[src/logic/aocr_pkg.sv]
// Package with register map, reset values, field layout and types of the config slice.
package aocr_pkg;

  // ----------------------------------------------------------------
  // Register map
  // ----------------------------------------------------------------
  localparam int unsigned AW = 13;
  localparam logic [12:0] OFS_TEST_SEL  = 13'h00d;
  localparam logic [12:0] OFS_OFFSET    = 13'h010;
  localparam logic [12:0] OFS_FORMAT    = 13'h014;
  localparam logic [12:0] OFS_DIV_PHASE = 13'h016;
  localparam logic [12:0] OFS_DCO_DELAY = 13'h017;
  localparam logic [12:0] OFS_RANGE     = 13'h018;
  localparam logic [12:0] OFS_SYNC      = 13'h100;

  localparam logic [7:0] RST_TEST_SEL  = 8'h00;
  localparam logic [7:0] RST_OFFSET    = 8'h00;
  localparam logic [7:0] RST_FORMAT    = 8'h00;
  localparam logic [7:0] RST_DIV_PHASE = 8'h00;
  localparam logic [7:0] RST_DCO_DELAY = 8'h00;
  localparam logic [7:0] RST_RANGE     = 8'hc0;
  localparam logic [7:0] RST_SYNC      = 8'h00;

  // Writable bits; open bits are dropped on write and read as zero.
  localparam logic [7:0] MSK_TEST_SEL  = 8'h07;
  localparam logic [7:0] MSK_OFFSET    = 8'h3f;
  localparam logic [7:0] MSK_FORMAT    = 8'hf7;
  localparam logic [7:0] MSK_DIV_PHASE = 8'h87;
  localparam logic [7:0] MSK_DCO_DELAY = 8'h1f;
  localparam logic [7:0] MSK_RANGE     = 8'hc0;
  localparam logic [7:0] MSK_SYNC      = 8'hff;

  // ----------------------------------------------------------------
  // Field positions
  // ----------------------------------------------------------------
  localparam int unsigned FMT_INVERT_BIT = 2;
  localparam int unsigned FMT_OE_BAR_BIT = 4;
  localparam int unsigned FMT_ILV_BIT    = 5;
  localparam int unsigned FMT_LVDS_BIT   = 6;
  localparam int unsigned FMT_DRIVE_BIT  = 7;
  localparam int unsigned PH_INV_DCO_BIT = 7;
  localparam int unsigned SY_MASTER      = 0;
  localparam int unsigned SY_DIV_EN      = 1;
  localparam int unsigned SY_DIV_ONCE    = 2;
  localparam int unsigned SY_OSC_EN      = 3;
  localparam int unsigned SY_OSC_ONCE    = 4;
  localparam int unsigned SY_HB_EN       = 5;
  localparam int unsigned SY_HB_ONCE     = 6;
  localparam int unsigned SY_MON_EN      = 7;

  // ----------------------------------------------------------------
  // Codes and constants
  // ----------------------------------------------------------------
  typedef enum logic [2:0] {
    AOCR_TEST_OFF  = 3'h0,
    AOCR_TEST_MID  = 3'h1,
    AOCR_TEST_PFS  = 3'h2,
    AOCR_TEST_NFS  = 3'h3
  } aocr_test_t;

  localparam logic [1:0] FMT_OFFSET_BIN = 2'h0;
  localparam logic [1:0] FMT_TWOS       = 2'h1;
  localparam int unsigned SAMPLE_W      = 14;
  localparam int unsigned DCO_FULL_PS   = 2500;
  localparam int unsigned DCO_STEPS     = 31;

  typedef struct packed {
    logic [7:0] test_sel;
    logic [7:0] offset;
    logic [7:0] format;
    logic [7:0] div_phase;
    logic [7:0] dco_delay;
    logic [7:0] range;
    logic [7:0] sync;
  } aocr_regs_t;

  typedef struct packed {
    logic [12:0] addr;
    logic [7:0]  wdata;
    logic        wr;
  } aocr_reg_req_t;

  typedef struct packed {
    logic osc;
    logic hb;
    logic mon;
  } aocr_sync_out_t;

endpackage : aocr_pkg

[src/logic/aocr_sync2.sv]
// Two-stage synchroniser for levels entering the converter clock domain.
`timescale 1ns/1ns
`default_nettype none
module aocr_sync2 (
  input  wire logic clk,     // Destination clock.
  input  wire logic rst_n,   // Asynchronous reset, active low.
  input  wire logic d,       // Asynchronous level.
  output logic      q        // Synchronised level.
);
  logic meta_q;

  always_ff @(posedge clk or negedge rst_n)
  begin
    if (!rst_n)
    begin
      meta_q <= 1'b0;
      q      <= 1'b0;
    end
    else
    begin
      meta_q <= d;
      q      <= meta_q;
    end
  end
endmodule // aocr_sync2
`default_nettype wire

[src/logic/aocr_top.sv]
// Output, clock and sync configuration registers with the datapath they steer.
`timescale 1ns/1ns
`default_nettype none

// Summary of operation
// - Test field picks normal, midscale, +full_scale, -full_scale.
// - Selected test pattern replaces samples on outputs.
// - Signed six-bit offset added to each channel.
// - Format code 01 gives twos-complement output.
// - Divider phase delays divider by 0-7 cycles.
// - Output clock delay is 2500ps times code/31.
module aocr_top (
  input  wire logic                    core_clk,      // Converter clock, 10 MHz.
  input  wire logic                    resetn,        // Asynchronous reset, active low.
  input  wire aocr_pkg::aocr_reg_req_t reg_req,       // Register write port from the serial port.
  output logic [7:0]                   reg_rdata,     // Read data for reg_req.addr, registered.
  input  wire logic [13:0]             adc_a,         // Channel A sample, offset binary.
  input  wire logic [13:0]             adc_b,         // Channel B sample, offset binary.
  output logic [13:0]                  dout_a,        // Channel A output data.
  output logic [13:0]                  dout_b,        // Channel B output data.
  output logic                         dout_oe,       // Output drivers enabled.
  output logic [2:0]                   out_ctrl,      // Drive strength, LVDS, interleave.
  input  wire logic [2:0]              div_ratio,     // Divide code, 0 is divide by 1.
  output logic                         div_clk_en,    // Divided clock enable pulse.
  output logic                         dco_invert,    // Invert output_data_clock.
  output logic [11:0]                  dco_delay_ps,  // output_data_clock delay in ps.
  output logic [1:0]                   range_sel,     // Input range select.
  input  wire logic                    sync_pin,      // Asynchronous sync input.
  output aocr_pkg::aocr_sync_out_t     unit_sync      // One-cycle sync pulses to units.
);
  import aocr_pkg::*;

  typedef struct packed {
    aocr_regs_t     regs;
    logic [7:0]     rdata;
    logic [13:0]    da;
    logic [13:0]    db;
    logic [2:0]     cnt;
    logic [2:0]     hold;
    logic           div_en;
    logic           sync_prev;
    aocr_sync_out_t usync;
    logic           div_sync;
  } aocr_state_t;

  aocr_state_t st_q;
  aocr_state_t st_d;
  logic        rst_n;
  logic        sync_s;
  logic        sync_edge;
  logic [2:0]  widx;

  // ----------------------------------------------------------------
  // Reset release and sync pin crossing
  // ----------------------------------------------------------------
  aocr_sync2 u_rst_sync (
    .clk   (core_clk),
    .rst_n (resetn),
    .d     (1'b1),
    .q     (rst_n)
  );

  aocr_sync2 u_pin_sync (
    .clk   (core_clk),
    .rst_n (rst_n),
    .d     (sync_pin),
    .q     (sync_s)
  );

  // ----------------------------------------------------------------
  // Helpers
  // ----------------------------------------------------------------
  function automatic logic [2:0] reg_index(input logic [12:0] a);
    unique case (a)
      OFS_TEST_SEL:  reg_index = 3'h0;
      OFS_OFFSET:    reg_index = 3'h1;
      OFS_FORMAT:    reg_index = 3'h2;
      OFS_DIV_PHASE: reg_index = 3'h3;
      OFS_DCO_DELAY: reg_index = 3'h4;
      OFS_RANGE:     reg_index = 3'h5;
      OFS_SYNC:      reg_index = 3'h6;
      default:       reg_index = 3'h7;
    endcase
  endfunction

  // Pattern select, offset trim with saturation, then format and invert.
  function automatic logic [13:0] shape(input logic [13:0] smp, input aocr_regs_t r);
    logic [14:0] sum;
    logic [13:0] v;
    sum = 15'h0000;
    v   = smp;
    unique case (r.test_sel[2:0])
      AOCR_TEST_MID: v = 14'h2000;
      AOCR_TEST_PFS: v = 14'h3fff;
      AOCR_TEST_NFS: v = 14'h0000;
      default:       v = smp;
    endcase
    sum = {1'b0, v} + {{9{r.offset[5]}}, r.offset[5:0]};
    if (r.offset[5] && sum[14])
      v = 14'h0000;
    else if (!r.offset[5] && sum[14])
      v = 14'h3fff;
    else
      v = sum[13:0];
    if (r.format[1:0] == FMT_TWOS)
      v[13] = ~v[13];
    if (r.format[FMT_INVERT_BIT])
      v = ~v;
    shape = v;
  endfunction

  assign sync_edge = sync_s & ~st_q.sync_prev;
  assign widx      = reg_index(reg_req.addr);

  // ----------------------------------------------------------------
  // Next state
  // ----------------------------------------------------------------
  always_comb
  begin
    st_d           = st_q;
    st_d.sync_prev = sync_s;
    st_d.usync     = '0;
    st_d.div_sync  = 1'b0;

    if (sync_edge && st_q.regs.sync[SY_MASTER])
    begin
      if (st_q.regs.sync[SY_DIV_EN])
      begin
        st_d.div_sync = 1'b1;
        if (st_q.regs.sync[SY_DIV_ONCE])
          st_d.regs.sync[SY_DIV_EN] = 1'b0;
      end
      if (st_q.regs.sync[SY_OSC_EN])
      begin
        st_d.usync.osc = 1'b1;
        if (st_q.regs.sync[SY_OSC_ONCE])
          st_d.regs.sync[SY_OSC_EN] = 1'b0;
      end
      if (st_q.regs.sync[SY_HB_EN])
      begin
        st_d.usync.hb = 1'b1;
        if (st_q.regs.sync[SY_HB_ONCE])
          st_d.regs.sync[SY_HB_EN] = 1'b0;
      end
      st_d.usync.mon = st_q.regs.sync[SY_MON_EN];
    end

    // A host write lands after the one-shot clear, so it wins.
    if (reg_req.wr)
    begin
      unique case (widx)
        3'h0: st_d.regs.test_sel  = reg_req.wdata & MSK_TEST_SEL;
        3'h1: st_d.regs.offset    = reg_req.wdata & MSK_OFFSET;
        3'h2: st_d.regs.format    = reg_req.wdata & MSK_FORMAT;
        3'h3: st_d.regs.div_phase = reg_req.wdata & MSK_DIV_PHASE;
        3'h4: st_d.regs.dco_delay = reg_req.wdata & MSK_DCO_DELAY;
        3'h5: st_d.regs.range     = reg_req.wdata & MSK_RANGE;
        3'h6: st_d.regs.sync      = reg_req.wdata & MSK_SYNC;
        default: ;
      endcase
    end

    unique case (widx)
      3'h0: st_d.rdata = st_q.regs.test_sel;
      3'h1: st_d.rdata = st_q.regs.offset;
      3'h2: st_d.rdata = st_q.regs.format;
      3'h3: st_d.rdata = st_q.regs.div_phase;
      3'h4: st_d.rdata = st_q.regs.dco_delay;
      3'h5: st_d.rdata = st_q.regs.range;
      3'h6: st_d.rdata = st_q.regs.sync;
      default: st_d.rdata = 8'h00;
    endcase

    // The phase hold stalls the divider after a sync, shifting its output edges.
    if (st_d.div_sync)
    begin
      st_d.hold   = st_q.regs.div_phase[2:0];
      st_d.cnt    = 3'h0;
      st_d.div_en = 1'b0;
    end
    else if (st_q.hold != 3'h0)
    begin
      st_d.hold   = st_q.hold - 3'h1;
      st_d.div_en = 1'b0;
    end
    else
    begin
      st_d.div_en = (st_q.cnt == 3'h0);
      st_d.cnt    = (st_q.cnt == div_ratio) ? 3'h0 : st_q.cnt + 3'h1;
    end

    st_d.da = shape(adc_a, st_q.regs);
    st_d.db = shape(adc_b, st_q.regs);
  end

  always_ff @(posedge core_clk or negedge rst_n)
  begin
    if (!rst_n)
    begin
      st_q                <= '0;
      st_q.regs.test_sel  <= RST_TEST_SEL;
      st_q.regs.offset    <= RST_OFFSET;
      st_q.regs.format    <= RST_FORMAT;
      st_q.regs.div_phase <= RST_DIV_PHASE;
      st_q.regs.dco_delay <= RST_DCO_DELAY;
      st_q.regs.range     <= RST_RANGE;
      st_q.regs.sync      <= RST_SYNC;
    end
    else
    begin
      st_q <= st_d;
    end
  end

  // ----------------------------------------------------------------
  // Outputs
  // ----------------------------------------------------------------
  logic [16:0] dco_prod;
  assign dco_prod     = 17'(st_q.regs.dco_delay[4:0] * DCO_FULL_PS);
  assign dco_delay_ps = 12'(dco_prod / 17'(DCO_STEPS));
  assign reg_rdata    = st_q.rdata;
  assign dout_a       = st_q.da;
  assign dout_b       = st_q.db;
  assign dout_oe      = ~st_q.regs.format[FMT_OE_BAR_BIT];
  assign out_ctrl     = st_q.regs.format[FMT_DRIVE_BIT:FMT_ILV_BIT];
  assign div_clk_en   = st_q.div_en;
  assign dco_invert   = st_q.regs.div_phase[PH_INV_DCO_BIT];
  assign range_sel    = st_q.regs.range[7:6];
  assign unit_sync    = st_q.usync;

  logic plain_fmt;
  assign plain_fmt = st_q.regs.offset[5:0] == 6'h00 && st_q.regs.format[2:0] == 3'h0;
endmodule // aocr_top
`default_nettype wire

[config.mk]
export PLATFORM = sky130hd
export DESIGN_NAME = aocr_top
export DESIGN_NICKNAME = d
export VERILOG_FILES = /design/src/logic/aocr_pkg.sv /design/src/logic/aocr_sync2.sv /design/src/logic/aocr_top.sv
export SDC_FILE = /design/constraint.sdc
export NUM_CORES = 1
export LEC_CHECK = 0
export ABC_AREA = 1
export BUFFER_PORTS_ARGS = -buffer_cell sky130_fd_sc_hd__buf_2
export CAP_MARGIN = 0
export CORE_MARGIN = 5
export CORE_UTILIZATION = 50
export CTS_CLUSTER_DIAMETER = 40
export DETAILED_ROUTE_END_ITERATION = 7
export PLACE_DENSITY = 0.71
export SYNTH_ARGS = -nofsm -noshare
export SYNTH_HDL_FRONTEND = slang
export SYNTH_HIERARCHICAL = 1
export SYNTH_SLANG_ARGS = --single-unit
export TNS_END_PERCENT = 30
[constraint.sdc]
create_clock -name core_clk -period 9.1 [get_ports core_clk]
set_input_delay 0.91 -clock core_clk [delete_from_list [all_inputs] [get_ports core_clk]]
set_output_delay 0.91 -clock core_clk [all_outputs]
set_load 0.05 [all_outputs]
==> impl_metrics.tcl <==
set metrics [dict create \
    run_status "finished, violations left" \
    violations "negative setup slack" \
    wl_per_cell_um 13.6 \
    grt_antenna_before_repair 0 \
    clock_power_share 0.432 \
    cp-start-kind "flip-flop" \
    combPwrFrac 0.128 \
    syn-num-nets 1443 \
    setup_ws_ns -1.17 \
    r2r_slack_ns 4.05 \
    cts_hold_buffers 0 \
    gp_congestion 0.889 \
    drc_errors 0 \
    initial_core_util 0.505 \
    cpMostUsedCell "nand2_4" \
    tritoncts "done" \
    final_nets 1726 \
    p_switching_mw 0.245 \
    num_vias 9355 \
    hold_path_class "primary input to async pin" \
    antenna_left 0 \
    clock_path_buffers 2 \
    setup_viol 4 \
    p_per_area_mw_per_mm2 76.9 \
    yosys_register_bits 86 \
    synthCells 1318 \
    slew_violations 0 \
    first_pass_iters 5 \
    timing.final.crit_period_ns 10.27 \
    ys_warn_count 6 \
    arrival_ns 9.36 \
    clock_latency_ns 0.34 \
    whs_ns 0.342 \
    critPathMaxStageDelay_ns 0.52 \
    leakage_nw 6.89 \
    syn_avg_cell_area_um2 6.83 \
    root_buffer "clkbuf_16" \
    drt-vias-per-instance 5.10 \
    grt_max_degree 85 \
    place_hpwl_um 18100 \
    max_freq_mhz 97.4 \
    drv_cap 0 \
    grt_pass1_vias 8848 \
    n_antenna_cell 0 \
    crit_path_top_delay_cell "fa_1" \
    drt_iter0_markers 490 \
    syn_area_mm2 0.00901 \
    relSlewSlack 0.298 \
    cp.required_ns 8.19 \
    fp.dieW_um 144 \
    ys_types 51 \
    finClkSkew_ns 0.00743 \
    vdd_ir_drop_max_v 0.000135 \
    die_h_um 144 \
    hold_viol 0 \
    area_growth_pct 35.3 \
    die_area_mm2 0.0208 \
    p_sw_frac 0.261 \
    fin_crit_sh 1.13 \
    io_buffers 114 \
    rsz0062_at_grt "yes" \
    synth-edff-count 0 \
    numPlacedInstances 1762 \
    drive_gt1_frac 0.359 \
    grt_overflow 0 \
    synth_top_flop_cell "dfrtp_1" \
    tightest_slew_ns 1.05 \
    worstSetupPathType "flip-flop to output pin" \
    path_clk_slew_ns 0.06 \
    seq_area_frac_synth 0.239 \
    h-tree-depth 3 \
    grt_pass1_wl_um 39500 \
    grt_usage 0.226 \
    async_flop_share 1.00 \
    cts.sinks 86 \
    numCtsBuffers 9 \
    endpoint_kind "output pin" \
    core_mm2 0.0178 \
    fin_cells 1835 \
    worstPathMaxFanout 8 \
    intPower_mw 0.692 \
    power_frac_seq 0.439 \
    rows 49 \
    io_pins 115 \
    drt_wl_total_um 24900 \
]
[per-layer routing]
layer,vias up,GRT usage,wire [um]
met5,-,0,0
met4,0,0.0550,416
met3,32,0.0265,879
met2,215,0.409,13000
met1,4350,0.289,10600
li1,4758,-,-
[logic make-up (layout without fill, tap and decap cells)]
kind of cell	count (synthesis)	after routing	share of synthesized area
simple gates	688	688	0.368
flops	86	86	0.239
compound gates	165	165	0.106
fa+ha+maj	69	69	0.101
xor+xnor	66	66	0.0642
other cells	1	1	0.000416
buf+inv	243	531	0.121
[cell usage in the layout (no fill, tap or decap), types with 15 or more instances in the layout]
| master | netlist | final |
|---|---|---|
| buf_2 | 0 | 110 |
| xor2_1 | 52 | 52 |
| nor2_4 | 11 | 23 |
| buf_4 | 45 | 212 |
| nand2_4 | 16 | 25 |
| nor2_1 | 113 | 102 |
| nand2_2 | 24 | 61 |
| nor2_2 | 16 | 15 |
| ha_1 | 63 | 57 |
| nand4_1 | 17 | 17 |
| inv_2 | 12 | 19 |
| a21oi_1 | 43 | 37 |
| o21ai_0 | 78 | 75 |
| nand3_1 | 112 | 81 |
| dfrtp_1 | 84 | 81 |
| nand2_1 | 337 | 285 |
| inv_1 | 165 | 154 |
| nand3_2 | 8 | 34 |
[worst max-delay path: cells and delay by family (launching register included)]
kind	cells	cell delay (ns)
DFF	1	0.38
buffers and inverters	11	1.05
xor gates and xnor gates	1	0.23
and+or+nand+nor	48	4.96
adders and majority gates	5	1.74
AOI/OAI and AO/OA	3	0.59
[per-stage QoR]
stage               total power, mW  instance area [um^2]  setup TNS [ns]  utilization  setup slack, ns
finish                        0.937                 12200           -2.94        0.683            -1.17
floorplan                     0.512                  9160           -1.90            -            -1.00
CTS                           0.945                 11500           -1.84        0.644           -0.928
detailed placement            0.540                 10800           -1.50        0.607           -0.750
global route                  0.975                 12200           -4.94        0.683            -1.69
global placement              0.536                 10800          -0.892        0.607           -0.540
[Yosys cell counts (all sizes together), types with 3 or more instances]
cell type | instances | area [um^2]
o211ai | 7 | 52.6
nand2 | 379 | 1640
nand3b | 6 | 45.0
nand4 | 17 | 106
a21oi | 44 | 231
a221oi | 3 | 26.3
o21bai | 6 | 56.3
xnor2 | 14 | 123
clkbuf | 15 | 56.3
buf | 46 | 349
o31ai | 3 | 22.5
clkinv | 5 | 20.0
inv | 177 | 664
or2 | 3 | 18.8
nor2 | 140 | 648
ha | 63 | 788
fa | 6 | 120
xor2 | 52 | 455
o22ai | 3 | 18.8
o21ai | 83 | 415
nor3 | 10 | 61.3
a22oi | 6 | 45.0
nand3 | 127 | 763
dfrtp | 84 | 2100
o221ai | 4 | 35.0
[registers in the layout (all words and copies together), names as in the netlist]
name and cells:
div_clk_en 1, u_pin_sync/q 1, u_rst_sync/meta_q 1, out_ctrl 3
u_pin_sync/meta_q 1, dco_invert 1, reg_rdata 8, range_sel 2
st_q 36, unit_sync 3, dout_b 14, u_rst_sync/q 1
dout_a 14
[final cells by class]
| cell class | count | area (um^2) |
|---|---|---|
| well taps | 229 | 287 |
| clock buffers | 10 | 239 |
| fillers | 1467 | 5660 |
| multi-input cells | 989 | 6420 |
| clock inverters | 6 | 93.8 |
| flip-flops and latches | 86 | 2160 |
| inverters | 182 | 701 |
| repair buffers | 333 | 2280 |
[power groups by stage]
stage	sequential (mW)	combinational (mW)	clock (mW)
3_5_place_dp	0.420	0.120	0
5_1_grt	0.415	0.134	0.426
3_3_place_gp	0.419	0.117	0
4_1_cts	0.413	0.121	0.411
2_1_floorplan	0.422	0.0905	0
6_report	0.412	0.120	0.405
[worst paths after layout]
check                                            start                     end  cells past startpoint
max in group asynchronous       u_rst_sync/q$_DFF_PN0_    st_q[66]$_DFFE_PN0P_                      0
hold / removal                                  resetn  u_rst_sync/q$_DFF_PN0_                      1
min in group core_clk      u_rst_sync/meta_q$_DFF_PN0_  u_rst_sync/q$_DFF_PN0_                      0
setup reg to reg                  st_q[98]$_DFFE_PN0P_     dout_b[4]$_DFF_PN0_                     22
hold reg to reg            u_rst_sync/meta_q$_DFF_PN0_  u_rst_sync/q$_DFF_PN0_                      0
setup / recovery                  st_q[66]$_DFFE_PN0P_         dco_delay_ps[0]                     68
[what timing repair did]
item,CTS,global route
pin swaps,34,95
setup buffers,19,38
setup endpoints to repair,3,5
gates resized for setup,50,110
(Power assumes the default switching activity.)
